[src/logic/acp_pkg.sv]
/*
  Constants for the converter configuration and output port: serial mode
  register map, field positions, reset values and pipeline latencies.
  Assumes a single 10 MHz system clock samples every pin of the port.
*/
// What this block does
// - Strap low turns select, clock, data-in and data-out into a serial port.
// - Strap high makes select, clock and data-in plain static mode inputs.
// - Serial bits shift into mode registers only while select is low.
// - Each serial data bit is taken on the serial clock rising edge.
// - Data-out is only ever pulled low; a pull-up makes it high.
// - Parallel mode: select low turns stabilizer off, high turns it on.
// - Parallel mode: clock low gives full-rate output, high double-rate high-drive.
// - Parallel mode: data-in low runs normally, high enters sleep.
// - Parallel mode never drives data-out.
// - Conversion starts on positive encode rising, negative encode falling.
// - Full-rate mode gives fourteen parallel bits, bit thirteen most significant.
// - Full-rate data changes on forwarded clock falling edge by default.
// - Forwarded clock phase can be delayed by a mode register setting.
// - Negative forwarded clock is always the inverse of the positive one.
// - Range flag is high for any word whose input left the range.
// - Double-rate lanes show even bits while clock low, odd while high.
// - Serial mode stabilizer comes from a bit of the stabilizer register.
package acp_pkg;

  // --------------------------------------------------------------------
  // Serial register map
  // --------------------------------------------------------------------
  localparam int         REG_COUNT       = 5;
  localparam logic [6:0] ADDR_RESET      = 7'h00;
  localparam logic [6:0] ADDR_POWER      = 7'h01;
  localparam logic [6:0] ADDR_STABILIZER = 7'h02;
  localparam logic [6:0] ADDR_OUTPUT     = 7'h03;
  localparam logic [6:0] ADDR_FORMAT     = 7'h04;

  // Field positions
  localparam int BIT_SOFT_RESET  = 7;
  localparam int BIT_SLEEP       = 0;
  localparam int BIT_STABILIZER  = 0;
  localparam int BIT_PHASE_LO    = 1;
  localparam int BIT_HIGH_DRIVE  = 4;
  localparam int BIT_MODE_LO     = 0;

  // Reset values
  localparam logic [7:0] RESET_VALUE = 8'h00;

  // --------------------------------------------------------------------
  // Frame and timing counts
  // --------------------------------------------------------------------
  localparam int         FRAME_BITS   = 16;
  localparam logic [4:0] HEADER_LAST  = 5'h07;
  localparam logic [4:0] FRAME_LAST   = 5'h0F;
  localparam int         LATENCY_FULL = 5;
  localparam int         PIPE_DEPTH   = 6;
  localparam int         PHASE_TAPS   = 4;
  localparam int         SAMPLE_WIDTH = 14;
  localparam int         LANES        = 7;

  typedef enum logic [1:0] {
    OUT_FULL_CMOS,
    OUT_DDR_CMOS,
    OUT_DDR_LVDS
  } acp_out_mode_t;

endpackage

[src/logic/acp_cfg_if.sv]
/*
  Carrier between the port top and its serial register file.
  Assumes all signals are on the system clock, pins already synchronised.
*/
`timescale 1ns/1ps
interface acp_cfg_if;
  logic       strap;
  logic       csN;
  logic       sck;
  logic       sdi;
  logic       sdoPull;
  logic [7:0] regPower;
  logic [7:0] regStabilizer;
  logic [7:0] regOutput;

  modport port (input strap, csN, sck, sdi,
                output sdoPull, regPower, regStabilizer, regOutput);
  modport core (output strap, csN, sck, sdi,
                input sdoPull, regPower, regStabilizer, regOutput);
endinterface

[src/logic/acp_port_top.sv]
/*
  Digital side of a 14-bit sampling converter: configuration pins, output
  word pipeline, forwarded output clock and range flag.
  Assumes the conversion core hands a word and range bit on each encode
  edge, and all pins are asynchronous to the 10 MHz system clock.
*/
`timescale 1ns/1ps
module acp_port_top (
  // Clock and reset
  input  wire logic        clk,
  input  wire logic        resetn,
  // Configuration pins
  input  wire logic        configPathStrap,
  input  wire logic        csN,
  input  wire logic        sck,
  input  wire logic        sdi,
  output logic             sdoOut,
  output logic             sdoOeN,
  // Encode inputs and conversion core
  input  wire logic        sampleClockPos,
  input  wire logic        sampleClockNeg,
  input  wire logic [13:0] coreWord,
  input  wire logic        coreOverRange,
  // Output port
  output logic [13:0]      sampleBits,
  output logic             rangeFlag,
  output logic             fwdOutClockPos,
  output logic             fwdOutClockNeg,
  // Mode status
  output logic             stabilizerOn,
  output logic             sleepMode,
  output logic [1:0]       outputMode,
  output logic             lvdsHighDrive
);

  // -------------------------------------------------------------------
  // Pin synchronisers
  // -------------------------------------------------------------------
  localparam int NSYNC = 6;
  logic [NSYNC-1:0] pinRaw;
  logic [NSYNC-1:0] syncA;
  logic [NSYNC-1:0] syncB;
  assign pinRaw = {configPathStrap, csN, sck, sdi,
                   sampleClockPos, sampleClockNeg};

  genvar g;
  generate
    for (g = 0; g < NSYNC; g++) begin : gSync
      // Two flops per pin; only the second is read downstream
      always_ff @(posedge clk or negedge resetn) begin
        if (!resetn) begin
          syncA[g] <= 1'b0;
          syncB[g] <= 1'b0;
        end else begin
          syncA[g] <= pinRaw[g];
          syncB[g] <= syncA[g];
        end
      end
    end
  endgenerate

  logic strapS, csS, sckS, sdiS, encLevel;
  assign strapS   = syncB[5];
  assign csS      = syncB[4];
  assign sckS     = syncB[3];
  assign sdiS     = syncB[2];
  assign encLevel = syncB[1] && !syncB[0];

  // -------------------------------------------------------------------
  // Serial register file
  // -------------------------------------------------------------------
  acp_cfg_if cfg ();
  assign cfg.strap = strapS;
  assign cfg.csN   = csS;
  assign cfg.sck   = sckS;
  assign cfg.sdi   = sdiS;

  acp_serial_regs uRegs (
    .clk    (clk),
    .resetn (resetn),
    .cfg    (cfg.port)
  );

  // -------------------------------------------------------------------
  // Mode selection
  // -------------------------------------------------------------------
  acp_pkg::acp_out_mode_t modeSel;
  logic       stabSel, sleepSel, driveSel;
  logic [1:0] phaseSel;
  always_comb begin
    if (strapS) begin
      // Static pins give the reduced mode set
      stabSel  = csS;
      modeSel  = sckS ? acp_pkg::OUT_DDR_LVDS
                      : acp_pkg::OUT_FULL_CMOS;
      driveSel = sckS;
      sleepSel = sdiS;
      phaseSel = 2'h0;
    end else begin
      stabSel  = cfg.regStabilizer[acp_pkg::BIT_STABILIZER];
      phaseSel = cfg.regStabilizer[acp_pkg::BIT_PHASE_LO +: 2];
      driveSel = cfg.regOutput[acp_pkg::BIT_HIGH_DRIVE];
      sleepSel = cfg.regPower[acp_pkg::BIT_SLEEP];
      case (cfg.regOutput[acp_pkg::BIT_MODE_LO +: 2])
        2'h1:    modeSel = acp_pkg::OUT_DDR_CMOS;
        2'h2:    modeSel = acp_pkg::OUT_DDR_LVDS;
        default: modeSel = acp_pkg::OUT_FULL_CMOS;
      endcase
    end
  end

  // -------------------------------------------------------------------
  // Conversion pipeline and output lanes
  // -------------------------------------------------------------------
  logic        encPrev;
  logic [14:0] pipe      [acp_pkg::PIPE_DEPTH];
  logic [14:0] next_pipe [acp_pkg::PIPE_DEPTH];
  logic [14:0] ddrWord, next_ddrWord;
  logic [13:0] next_sampleBits;
  logic        next_rangeFlag;
  logic [acp_pkg::PHASE_TAPS-1:0] clkTap, next_clkTap;
  logic        next_fwdPos;
  logic        encRise, encFall, isFull;

  assign encRise = encLevel && !encPrev;
  assign encFall = !encLevel && encPrev;
  assign isFull  = modeSel == acp_pkg::OUT_FULL_CMOS;

  // Puts even bits (low clock) or odd bits (high clock) on the lanes
  function automatic logic [13:0] laneBits(input logic [13:0] w,
                                           input logic oddHalf);
    logic [13:0] r;
    r = 14'h0000;
    for (int i = 0; i < acp_pkg::LANES; i++) begin
      r[i] = oddHalf ? w[2*i+1] : w[2*i];
    end
    return r;
  endfunction

  always_comb begin
    for (int i = 0; i < acp_pkg::PIPE_DEPTH; i++) begin
      next_pipe[i] = pipe[i];
    end
    next_ddrWord    = ddrWord;
    next_sampleBits = sampleBits;
    next_rangeFlag  = rangeFlag;
    if (sleepSel) begin
      // Sleep stops conversion and parks the data bits and range flag low
      next_sampleBits = 14'h0000;
      next_rangeFlag  = 1'b0;
    end else if (encRise) begin
      next_pipe[0] = {coreOverRange, coreWord};
      for (int i = 1; i < acp_pkg::PIPE_DEPTH; i++) begin
        next_pipe[i] = pipe[i-1];
      end
      if (isFull) begin
        // Word sampled five rises ago, all bits in parallel
        next_sampleBits = pipe[acp_pkg::LATENCY_FULL-1][13:0];
        next_rangeFlag  = pipe[acp_pkg::LATENCY_FULL-1][14];
      end else begin
        next_sampleBits = laneBits(ddrWord[13:0], 1'b1);
      end
    end else if (encFall && !isFull) begin
      // Half a cycle later than full rate, even bits first
      next_ddrWord    = pipe[acp_pkg::PIPE_DEPTH-1];
      next_sampleBits = laneBits(pipe[acp_pkg::PIPE_DEPTH-1][13:0], 1'b0);
      next_rangeFlag  = pipe[acp_pkg::PIPE_DEPTH-1][14];
    end
  end

  // Forwarded clock: inverted encode in full rate so data moves on its
  // falling edge; delayed by the phase setting in system clock steps
  always_comb begin
    next_clkTap = {clkTap[acp_pkg::PHASE_TAPS-2:0],
                   isFull ? !encLevel : encLevel};
    next_fwdPos = sleepSel ? 1'b0 : next_clkTap[phaseSel];
  end

  always_ff @(posedge clk or negedge resetn) begin
    if (!resetn) begin
      encPrev        <= 1'b0;
      ddrWord        <= 15'h0000;
      sampleBits     <= 14'h0000;
      rangeFlag      <= 1'b0;
      clkTap         <= 4'h0;
      fwdOutClockPos <= 1'b0;
      fwdOutClockNeg <= 1'b1;
      for (int i = 0; i < acp_pkg::PIPE_DEPTH; i++) begin
        pipe[i] <= 15'h0000;
      end
    end else begin
      encPrev        <= encLevel;
      ddrWord        <= next_ddrWord;
      sampleBits     <= next_sampleBits;
      rangeFlag      <= next_rangeFlag;
      clkTap         <= next_clkTap;
      fwdOutClockPos <= next_fwdPos;
      fwdOutClockNeg <= !next_fwdPos;
      for (int i = 0; i < acp_pkg::PIPE_DEPTH; i++) begin
        pipe[i] <= next_pipe[i];
      end
    end
  end

  // -------------------------------------------------------------------
  // Status and open-drain data-out
  // -------------------------------------------------------------------
  always_ff @(posedge clk or negedge resetn) begin
    if (!resetn) begin
      stabilizerOn  <= 1'b0;
      sleepMode     <= 1'b0;
      outputMode    <= 2'h0;
      lvdsHighDrive <= 1'b0;
      sdoOut        <= 1'b0;
      sdoOeN        <= 1'b1;
    end else begin
      stabilizerOn  <= stabSel;
      sleepMode     <= sleepSel;
      outputMode    <= modeSel;
      lvdsHighDrive <= driveSel;
      sdoOut        <= 1'b0;
      sdoOeN        <= !(cfg.sdoPull && !strapS);
    end
  end
endmodule

[src/logic/acp_serial_regs.sv]
/*
  Serial mode register file: 16-bit frames, read flag then 7-bit address,
  then 8 data bits, most significant first.
  Assumes synchronised pin levels arrive through the carrier.
*/
`timescale 1ns/1ps
module acp_serial_regs (
  // Clock and reset
  input  wire logic   clk,
  input  wire logic   resetn,
  // Pins and registers
  acp_cfg_if.port     cfg
);

  logic       sckPrev;
  logic [4:0] bitCount;
  logic [15:0] shiftIn;
  logic [7:0] outByte;
  logic       reading;
  logic       sdoPull;
  logic [7:0] regs [acp_pkg::REG_COUNT];
  logic [4:0] next_bitCount;
  logic [15:0] next_shiftIn;
  logic [7:0] next_outByte;
  logic       next_reading;
  logic       next_sdoPull;
  logic [7:0] next_regs [acp_pkg::REG_COUNT];
  logic       active;
  logic       sckRise;
  logic       sckFall;
  logic [15:0] frame;

  assign active  = !cfg.strap && !cfg.csN;
  assign sckRise = cfg.sck && !sckPrev;
  assign sckFall = !cfg.sck && sckPrev;
  assign frame   = {shiftIn[14:0], cfg.sdi};

  // -------------------------------------------------------------------
  // Frame decode and register update
  // -------------------------------------------------------------------
  always_comb begin
    next_bitCount = bitCount;
    next_shiftIn  = shiftIn;
    next_outByte  = outByte;
    next_reading  = reading;
    next_sdoPull  = sdoPull;
    for (int i = 0; i < acp_pkg::REG_COUNT; i++) begin
      next_regs[i] = regs[i];
    end
    if (!active) begin
      // Idle select ends any frame and releases the open-drain line
      next_bitCount = 5'h00;
      next_reading  = 1'b0;
      next_sdoPull  = 1'b0;
    end else if (sckRise) begin
      next_shiftIn  = frame;
      next_bitCount = bitCount + 5'h01;
      if (bitCount == acp_pkg::HEADER_LAST) begin
        next_reading = frame[7];
        if (frame[6:0] < 7'(acp_pkg::REG_COUNT)) begin
          next_outByte = regs[frame[2:0]];
        end else begin
          next_outByte = 8'hFF; // Unmapped reads release the line
        end
      end
      if (bitCount == acp_pkg::FRAME_LAST) begin
        next_bitCount = 5'h00;
        if (!frame[15] && frame[14:8] == acp_pkg::ADDR_RESET &&
            frame[acp_pkg::BIT_SOFT_RESET]) begin
          for (int i = 0; i < acp_pkg::REG_COUNT; i++) begin
            next_regs[i] = acp_pkg::RESET_VALUE;
          end
        end else if (!frame[15] &&
                     frame[14:8] < 7'(acp_pkg::REG_COUNT) &&
                     frame[14:8] != acp_pkg::ADDR_RESET) begin
          next_regs[frame[10:8]] = frame[7:0];
        end
      end
    end else if (sckFall && reading) begin
      // Bit is presented on the falling edge for host capture
      next_sdoPull = !outByte[7];
      next_outByte = {outByte[6:0], 1'b1};
    end
  end

  // Register stage
  always_ff @(posedge clk or negedge resetn) begin
    if (!resetn) begin
      sckPrev  <= 1'b0;
      bitCount <= 5'h00;
      shiftIn  <= 16'h0000;
      outByte  <= 8'hFF;
      reading  <= 1'b0;
      sdoPull  <= 1'b0;
      for (int i = 0; i < acp_pkg::REG_COUNT; i++) begin
        regs[i] <= acp_pkg::RESET_VALUE;
      end
    end else begin
      sckPrev  <= cfg.sck;
      bitCount <= next_bitCount;
      shiftIn  <= next_shiftIn;
      outByte  <= next_outByte;
      reading  <= next_reading;
      sdoPull  <= next_sdoPull;
      for (int i = 0; i < acp_pkg::REG_COUNT; i++) begin
        regs[i] <= next_regs[i];
      end
    end
  end

  assign cfg.sdoPull       = sdoPull;
  assign cfg.regPower      = regs[acp_pkg::ADDR_POWER[2:0]];
  assign cfg.regStabilizer = regs[acp_pkg::ADDR_STABILIZER[2:0]];
  assign cfg.regOutput     = regs[acp_pkg::ADDR_OUTPUT[2:0]];
endmodule

[config.mk]
export PLATFORM = sky130hd
export DESIGN_NAME = acp_port_top
export DESIGN_NICKNAME = d
export VERILOG_FILES = /design/src/logic/acp_pkg.sv /design/src/logic/acp_cfg_if.sv /design/src/logic/acp_port_top.sv /design/src/logic/acp_serial_regs.sv
export SDC_FILE = /design/constraint.sdc
export NUM_CORES = 1
export LEC_CHECK = 0
export ABC_AREA = 1
export BUFFER_PORTS_ARGS = -buffer_cell sky130_fd_sc_hd__buf_2
export CORE_AREA = 4 4 119 133
export CTS_BUF_LIST = sky130_fd_sc_hd__clkbuf_16
export DETAILED_ROUTE_END_ITERATION = 8
export DIE_AREA = 0 0 123 137
export GPL_TIMING_DRIVEN = 0
export HOLD_SLACK_MARGIN = 0.1
export PLACE_DENSITY = 0.76
export SETUP_SLACK_MARGIN = 0.02
export SLEW_MARGIN = 5
export SYNTH_ARGS = -nofsm -noshare
export SYNTH_HDL_FRONTEND = slang
export SYNTH_SLANG_ARGS = --single-unit
[constraint.sdc]
create_clock -name clk -period 2.04 [get_ports clk]
set_input_delay 0.204 -clock clk [delete_from_list [all_inputs] [get_ports clk]]
set_output_delay 0.204 -clock clk [all_outputs]
set_load 0.05 [all_outputs]
# Word-level counts from Yosys, hierarchy flattened

Cells that the tools add are included.

Add/sub/neg operators: 1
Order comparisons: 6
Eq/ne operators: 10
Muxes and demuxes: 40
Bitwise gates (word level): 4
Reduce and logical (&&, ||, !) cells: 40

Operator list:

| operator              | number |
|---|---|
| $mux W40              | 2 |
| $mux W14              | 4 |
| $mux W8               | 7 |
| $bwmux W40            | 1 |
| $bmux W8 S3           | 1 |
| $demux W8 S3          | 1 |
| $mux W1               | 16 |
| $mux W5               | 3 |
| $logic_and A1 B1 Y1   | 14 |
| $lt A7 B3 Y1 const B  | 2 |
| $logic_not A1 Y1      | 12 |
| $ne A2 B2 Y1 const B  | 5 |
| $reduce_and A2 Y1     | 5 |
| $ge A4 B4 Y1 const B  | 2 |
| $not A3 Y4            | 2 |
| $logic_not A7 Y1      | 1 |
| $reduce_bool A7 Y1    | 1 |
| $mux W2               | 3 |
| $reduce_and A3 Y1     | 2 |
| $add A5 B1 Y5 const B | 1 |
| $eq A5 B3 Y1 const B  | 1 |
| $eq A5 B4 Y1 const B  | 1 |
| $lt A4 B1 Y1 const B  | 1 |
| $pmux W2 S2           | 1 |
| other kinds (10)      | 12 |

Bits in registers: 214
Output and inout bits: 24
Word-level logic and storage cells: 142

# Logic depth before layout (Yosys ltp)

Depth after elaboration: 9
Depth in mapped cells: 10
Gate-level depth less buffers: 9

# Hierarchy

Synthesis repeated with hierarchy kept, for this count alone.

Cells, all modules: 1,012
Area, all modules: 8,887.3 µm²

By module, submodules not included:

| module          | times used | cells an instance | area each (µm²) |
|---|---|---|---|
| acp_port_top    | 1          | 527               | 5,200.0 |
| acp_serial_regs | 1          | 485               | 3,687.3 |

# Worst setup path before layout

Ideal clock, no wire load.

Kind: reg2reg
From: register uRegs.bitCount[0]
To: register uRegs.regs, in the netlist uRegs.cfg.regStabilizer[4]
Data arrival time: 1.445 ns
Setup slack: 0.478 ns
Cell stages (with the launch flop): 10
Path buffers: 1
Clock period less this slack: 1.562 ns
Cells stage by stage: dfrtp_1 ha_1 nand2_1 inv_2 nand3_1 nor2_8 nand2_4 buf_6 nand3_1 nand2_1

Longest elaborated chain between the ends: 2

Ends and longest elaborated chain:

| item                          | RTL line               | RTL |
|---|---|---|
| start, declared               | acp_serial_regs.sv:16  | `logic [4:0] bitCount;` |
| start signal, assigned        | acp_serial_regs.sv:100 | `bitCount <= next_bitCount;` |
| $eq A5 B4 Y1                  | acp_serial_regs.sv:66  | `if (bitCount == acp_pkg::FRAME_LAST) begin` |
| $reduce_and A4 Y1 (no line)   | n/a                    |  |
| end signal, assigned by index | acp_serial_regs.sv:96  | `regs[i] <= acp_pkg::RESET_VALUE;` |
| end signal, assigned by index | acp_serial_regs.sv:106 | `regs[i] <= next_regs[i];` |
| end, declared                 | acp_serial_regs.sv:21  | `logic [7:0] regs [acp_pkg::REG_COUNT];` |

Every way passes these cells.
A chain may end at the register's enable or synchronous reset.

# Worst setup path in the final report

From: register uRegs.bitCount[0]
To: register uRegs.regs, in the netlist uRegs.cfg.regStabilizer[1]

Same word-level chain as after synthesis.

==> impl_metrics.ini <==
[finish]
nFillCells = 1098
nets = 1091
instances_no_fill = 1272
multi_input_comb_area_sq_um = 2970
drive_above_1_share = 0.132
final_util = 0.700
antenna_cells = 0
area_growth_syn_to_layout_pct = 15.4
regArea_sq_um = 5190

[sta]
maxSlewHeadroom = 0.448
fin_crit_sh = 0.870
worst_slack_ns = 0.264
skew_ns = 0.0148
tns_ns = 0
min_period_ns = 1.78
hold_viol_final = 0
worstMarginPinSlew_ns = 0.829
setup_viol = 0
maxSlewViolCount = 0
rsz0062_at_grt = false
max_freq_ghz = 0.563

[yosys]
async_reset_ff_frac = 1.00
ys_types = 38
ys_ff_latch = 207
yosys_warnings = 0
synth_top_flop_cell = dfrtp_1
netlist_instances = 976
synth_area_sq_um = 8690
postSynthNetCount = 1000
synth_edf_count = 0
yosysSeqAreaShare = 0.597
avgSynthCellArea_sq_um = 8.91

[grt]
grt_max_degree = 115
track_usage = 0.223
overflow = 0
antenna_found_initial = 0
grt_pass1_vias = 6370
grt_pass1_wl_um = 30600

[detailed_routing]
drtAntennaViolNets = 0
drtIter0Drc = 569
vias_per_cell = 5.20
detail_route.first_pass.iterations = 5
vias = 6618
avgRoutedWirePerCell_um = 13.8
routed_wl_um = 17600
drc = 0

[floorplan]
num_rows = 46
die_area_sq_um = 16900
ios = 47
start_util = 0.607
die_x_um = 123
die_h_um = 137
core_sq_um = 14300

[power_and_ir_drop]
powerDensity_nw_per_um2 = 978
power_mw = 9.81
vdd_drop_max_uv = 634
p_leak_nw = 5.16

[placed_design]
dp_cells = 1214
place_ws_ns = 0.278
io_buffers = 45
hpwl_um = 11700
gp_congestion = 0.860

[cts]
cts_resized = 0
htreeDepth = 1
cts_sinks = 207
cts_hold_buf = 22
cts_tree = done
numCtsBuffers = 21
clockBufferDepth = 3
clockRootBuffer = clkbuf_16
postCtsSetupBuffers = 0
clock_latency_ns = 0.50
clk_pin_slew_ns = 0.06

[outcome]
status = complete, no violations

[worst_setup_path]
path_max_fanout = 9
arrival_ns = 2.20
end_kind = register
path_class = register to register
crit_required_ns = 2.46
cp-start-kind = register

[flow_run]
drv_cap = 0

[hold_path]
hold_class = register to register
## layer usage
layer | GRT usage | vias to the layer above | wire length, um
li1 | - | 3276 | -
met1 | 0.320 | 3122 | 7920
met2 | 0.361 | 184 | 8300
met3 | 0.0327 | 36 | 963
met4 | 0.0578 | 0 | 372
met5 | 0 | - | 0
## state kept, by name, indices dropped and copies added, names as in the netlist, 2 cells and up
register                 cells
uRegs.cfg.regOutput          8
uRegs.cfg.regStabilizer      8
uRegs.shiftIn               15
uRegs.regs                  16
uRegs.outByte                8
sampleBits                  14
syncA                        6
syncB                        2
pipe                        90
uRegs.bitCount               5
outputMode                   2
ddrWord                      7
clkTap                       3
uRegs.cfg.regPower           8
## where the power goes
part / internal, mW / switching, mW / leakage (nW)
sequential: 4.68 / 0.272 / 2.68
combinational: 0.437 / 0.937 / 2.15
clock: 1.98 / 1.50 / 0.321
total: 7.10 / 2.71 / 5.16
## worst max-delay path: stages (launching register included)
cell	delay, ns
dfrtp_1	0.39
ha_1	0.19
nand2_1	0.07
inv_2	0.09
nand3_1	0.21
nor2_8	0.29
nand3_4	0.18
inv_2	0.15
nand2_1	0.07
nand2_1	0.08
## synth_stat cells, drive strengths merged (2+ instances only)
master	n	share of area
inv	72	0.031
dfstp	10	0.030
o21bai	7	0.0060
buf	28	0.024
o31ai	2	0.0017
a31oi	8	0.0058
nor3	3	0.0017
a21oi	21	0.014
nand3	84	0.056
o21ai	74	0.043
dfrtp	197	0.57
clkinv	4	0.0024
clkbuf	9	0.0039
nor2	58	0.034
nand3b	2	0.0022
nand4	3	0.0022
nand2	389	0.17
## area by class of cell
class,count,share of cell area
Buffer,37,0.0239
Clock buffer,21,0.0524
Clock inverter,15,0.00898
Inverter,76,0.0291
Multi-Input combinational cell,656,0.296
Sequential cell,207,0.518
Tap cell,192,0.0239
Timing Repair Buffer,68,0.0481
## cells by family (layout without fill, tap and decap cells)
kind of cell / count (synthesis) / count (layout) / synth area share
simple gates: 539 / 539 / 0.267
flops: 207 / 207 / 0.597
compound gates: 114 / 114 / 0.0717
buf+inv: 113 / 217 / 0.0612
fa+ha+maj: 1 / 1 / 0.00144
other cells: 1 / 1 / 0.000431
xor+xnor: 1 / 1 / 0.00101
## worst paths after layout
check | from | to | slack, ns | depth (start not counted)
worst max-delay path | uRegs.bitCount[0] | uRegs.cfg.regStabilizer[1] | 0.26 | 9
worst min-delay path | syncA[4] | cfg.csN | 0.35 | 0
worst max register to register | uRegs.bitCount[0] | uRegs.cfg.regStabilizer[1] | 0.26 | 9
worst min register to register | syncA[4] | cfg.csN | 0.35 | 0
max in group asynchronous | resetn | pipe[68] | 0.77 | 3
min in group asynchronous | resetn | uRegs.sckPrev | 0.38 | 2
## per-stage QoR
step,cell area (sq um),hold WS (ns)
final,10000,0.350
after global routing,10000,0.361
after CTS,10000,0.339
after detailed placement,9200,0.314
after global placement,9160,0.313
after floorplan,8690,-0.0916
## cell usage in the layout, fill, tap and decap left out, drive strengths merged
cell type	count
nand2	389
dfrtp	197
nand3	84
inv	78
o21ai	74
buf	74
nor2	58
clkbuf	30
dlygate4sd3	22
a21oi	21
clkinv	12
dfstp	10
a31oi	8
o21bai	7
nand4	3
nor3	3
o31ai	2
nand3b	2
xor2	1
o22ai	1
a311oi	1
ha	1
conb	1
bufinv	1
Note: power is estimated with default switching activity, not from simulation.
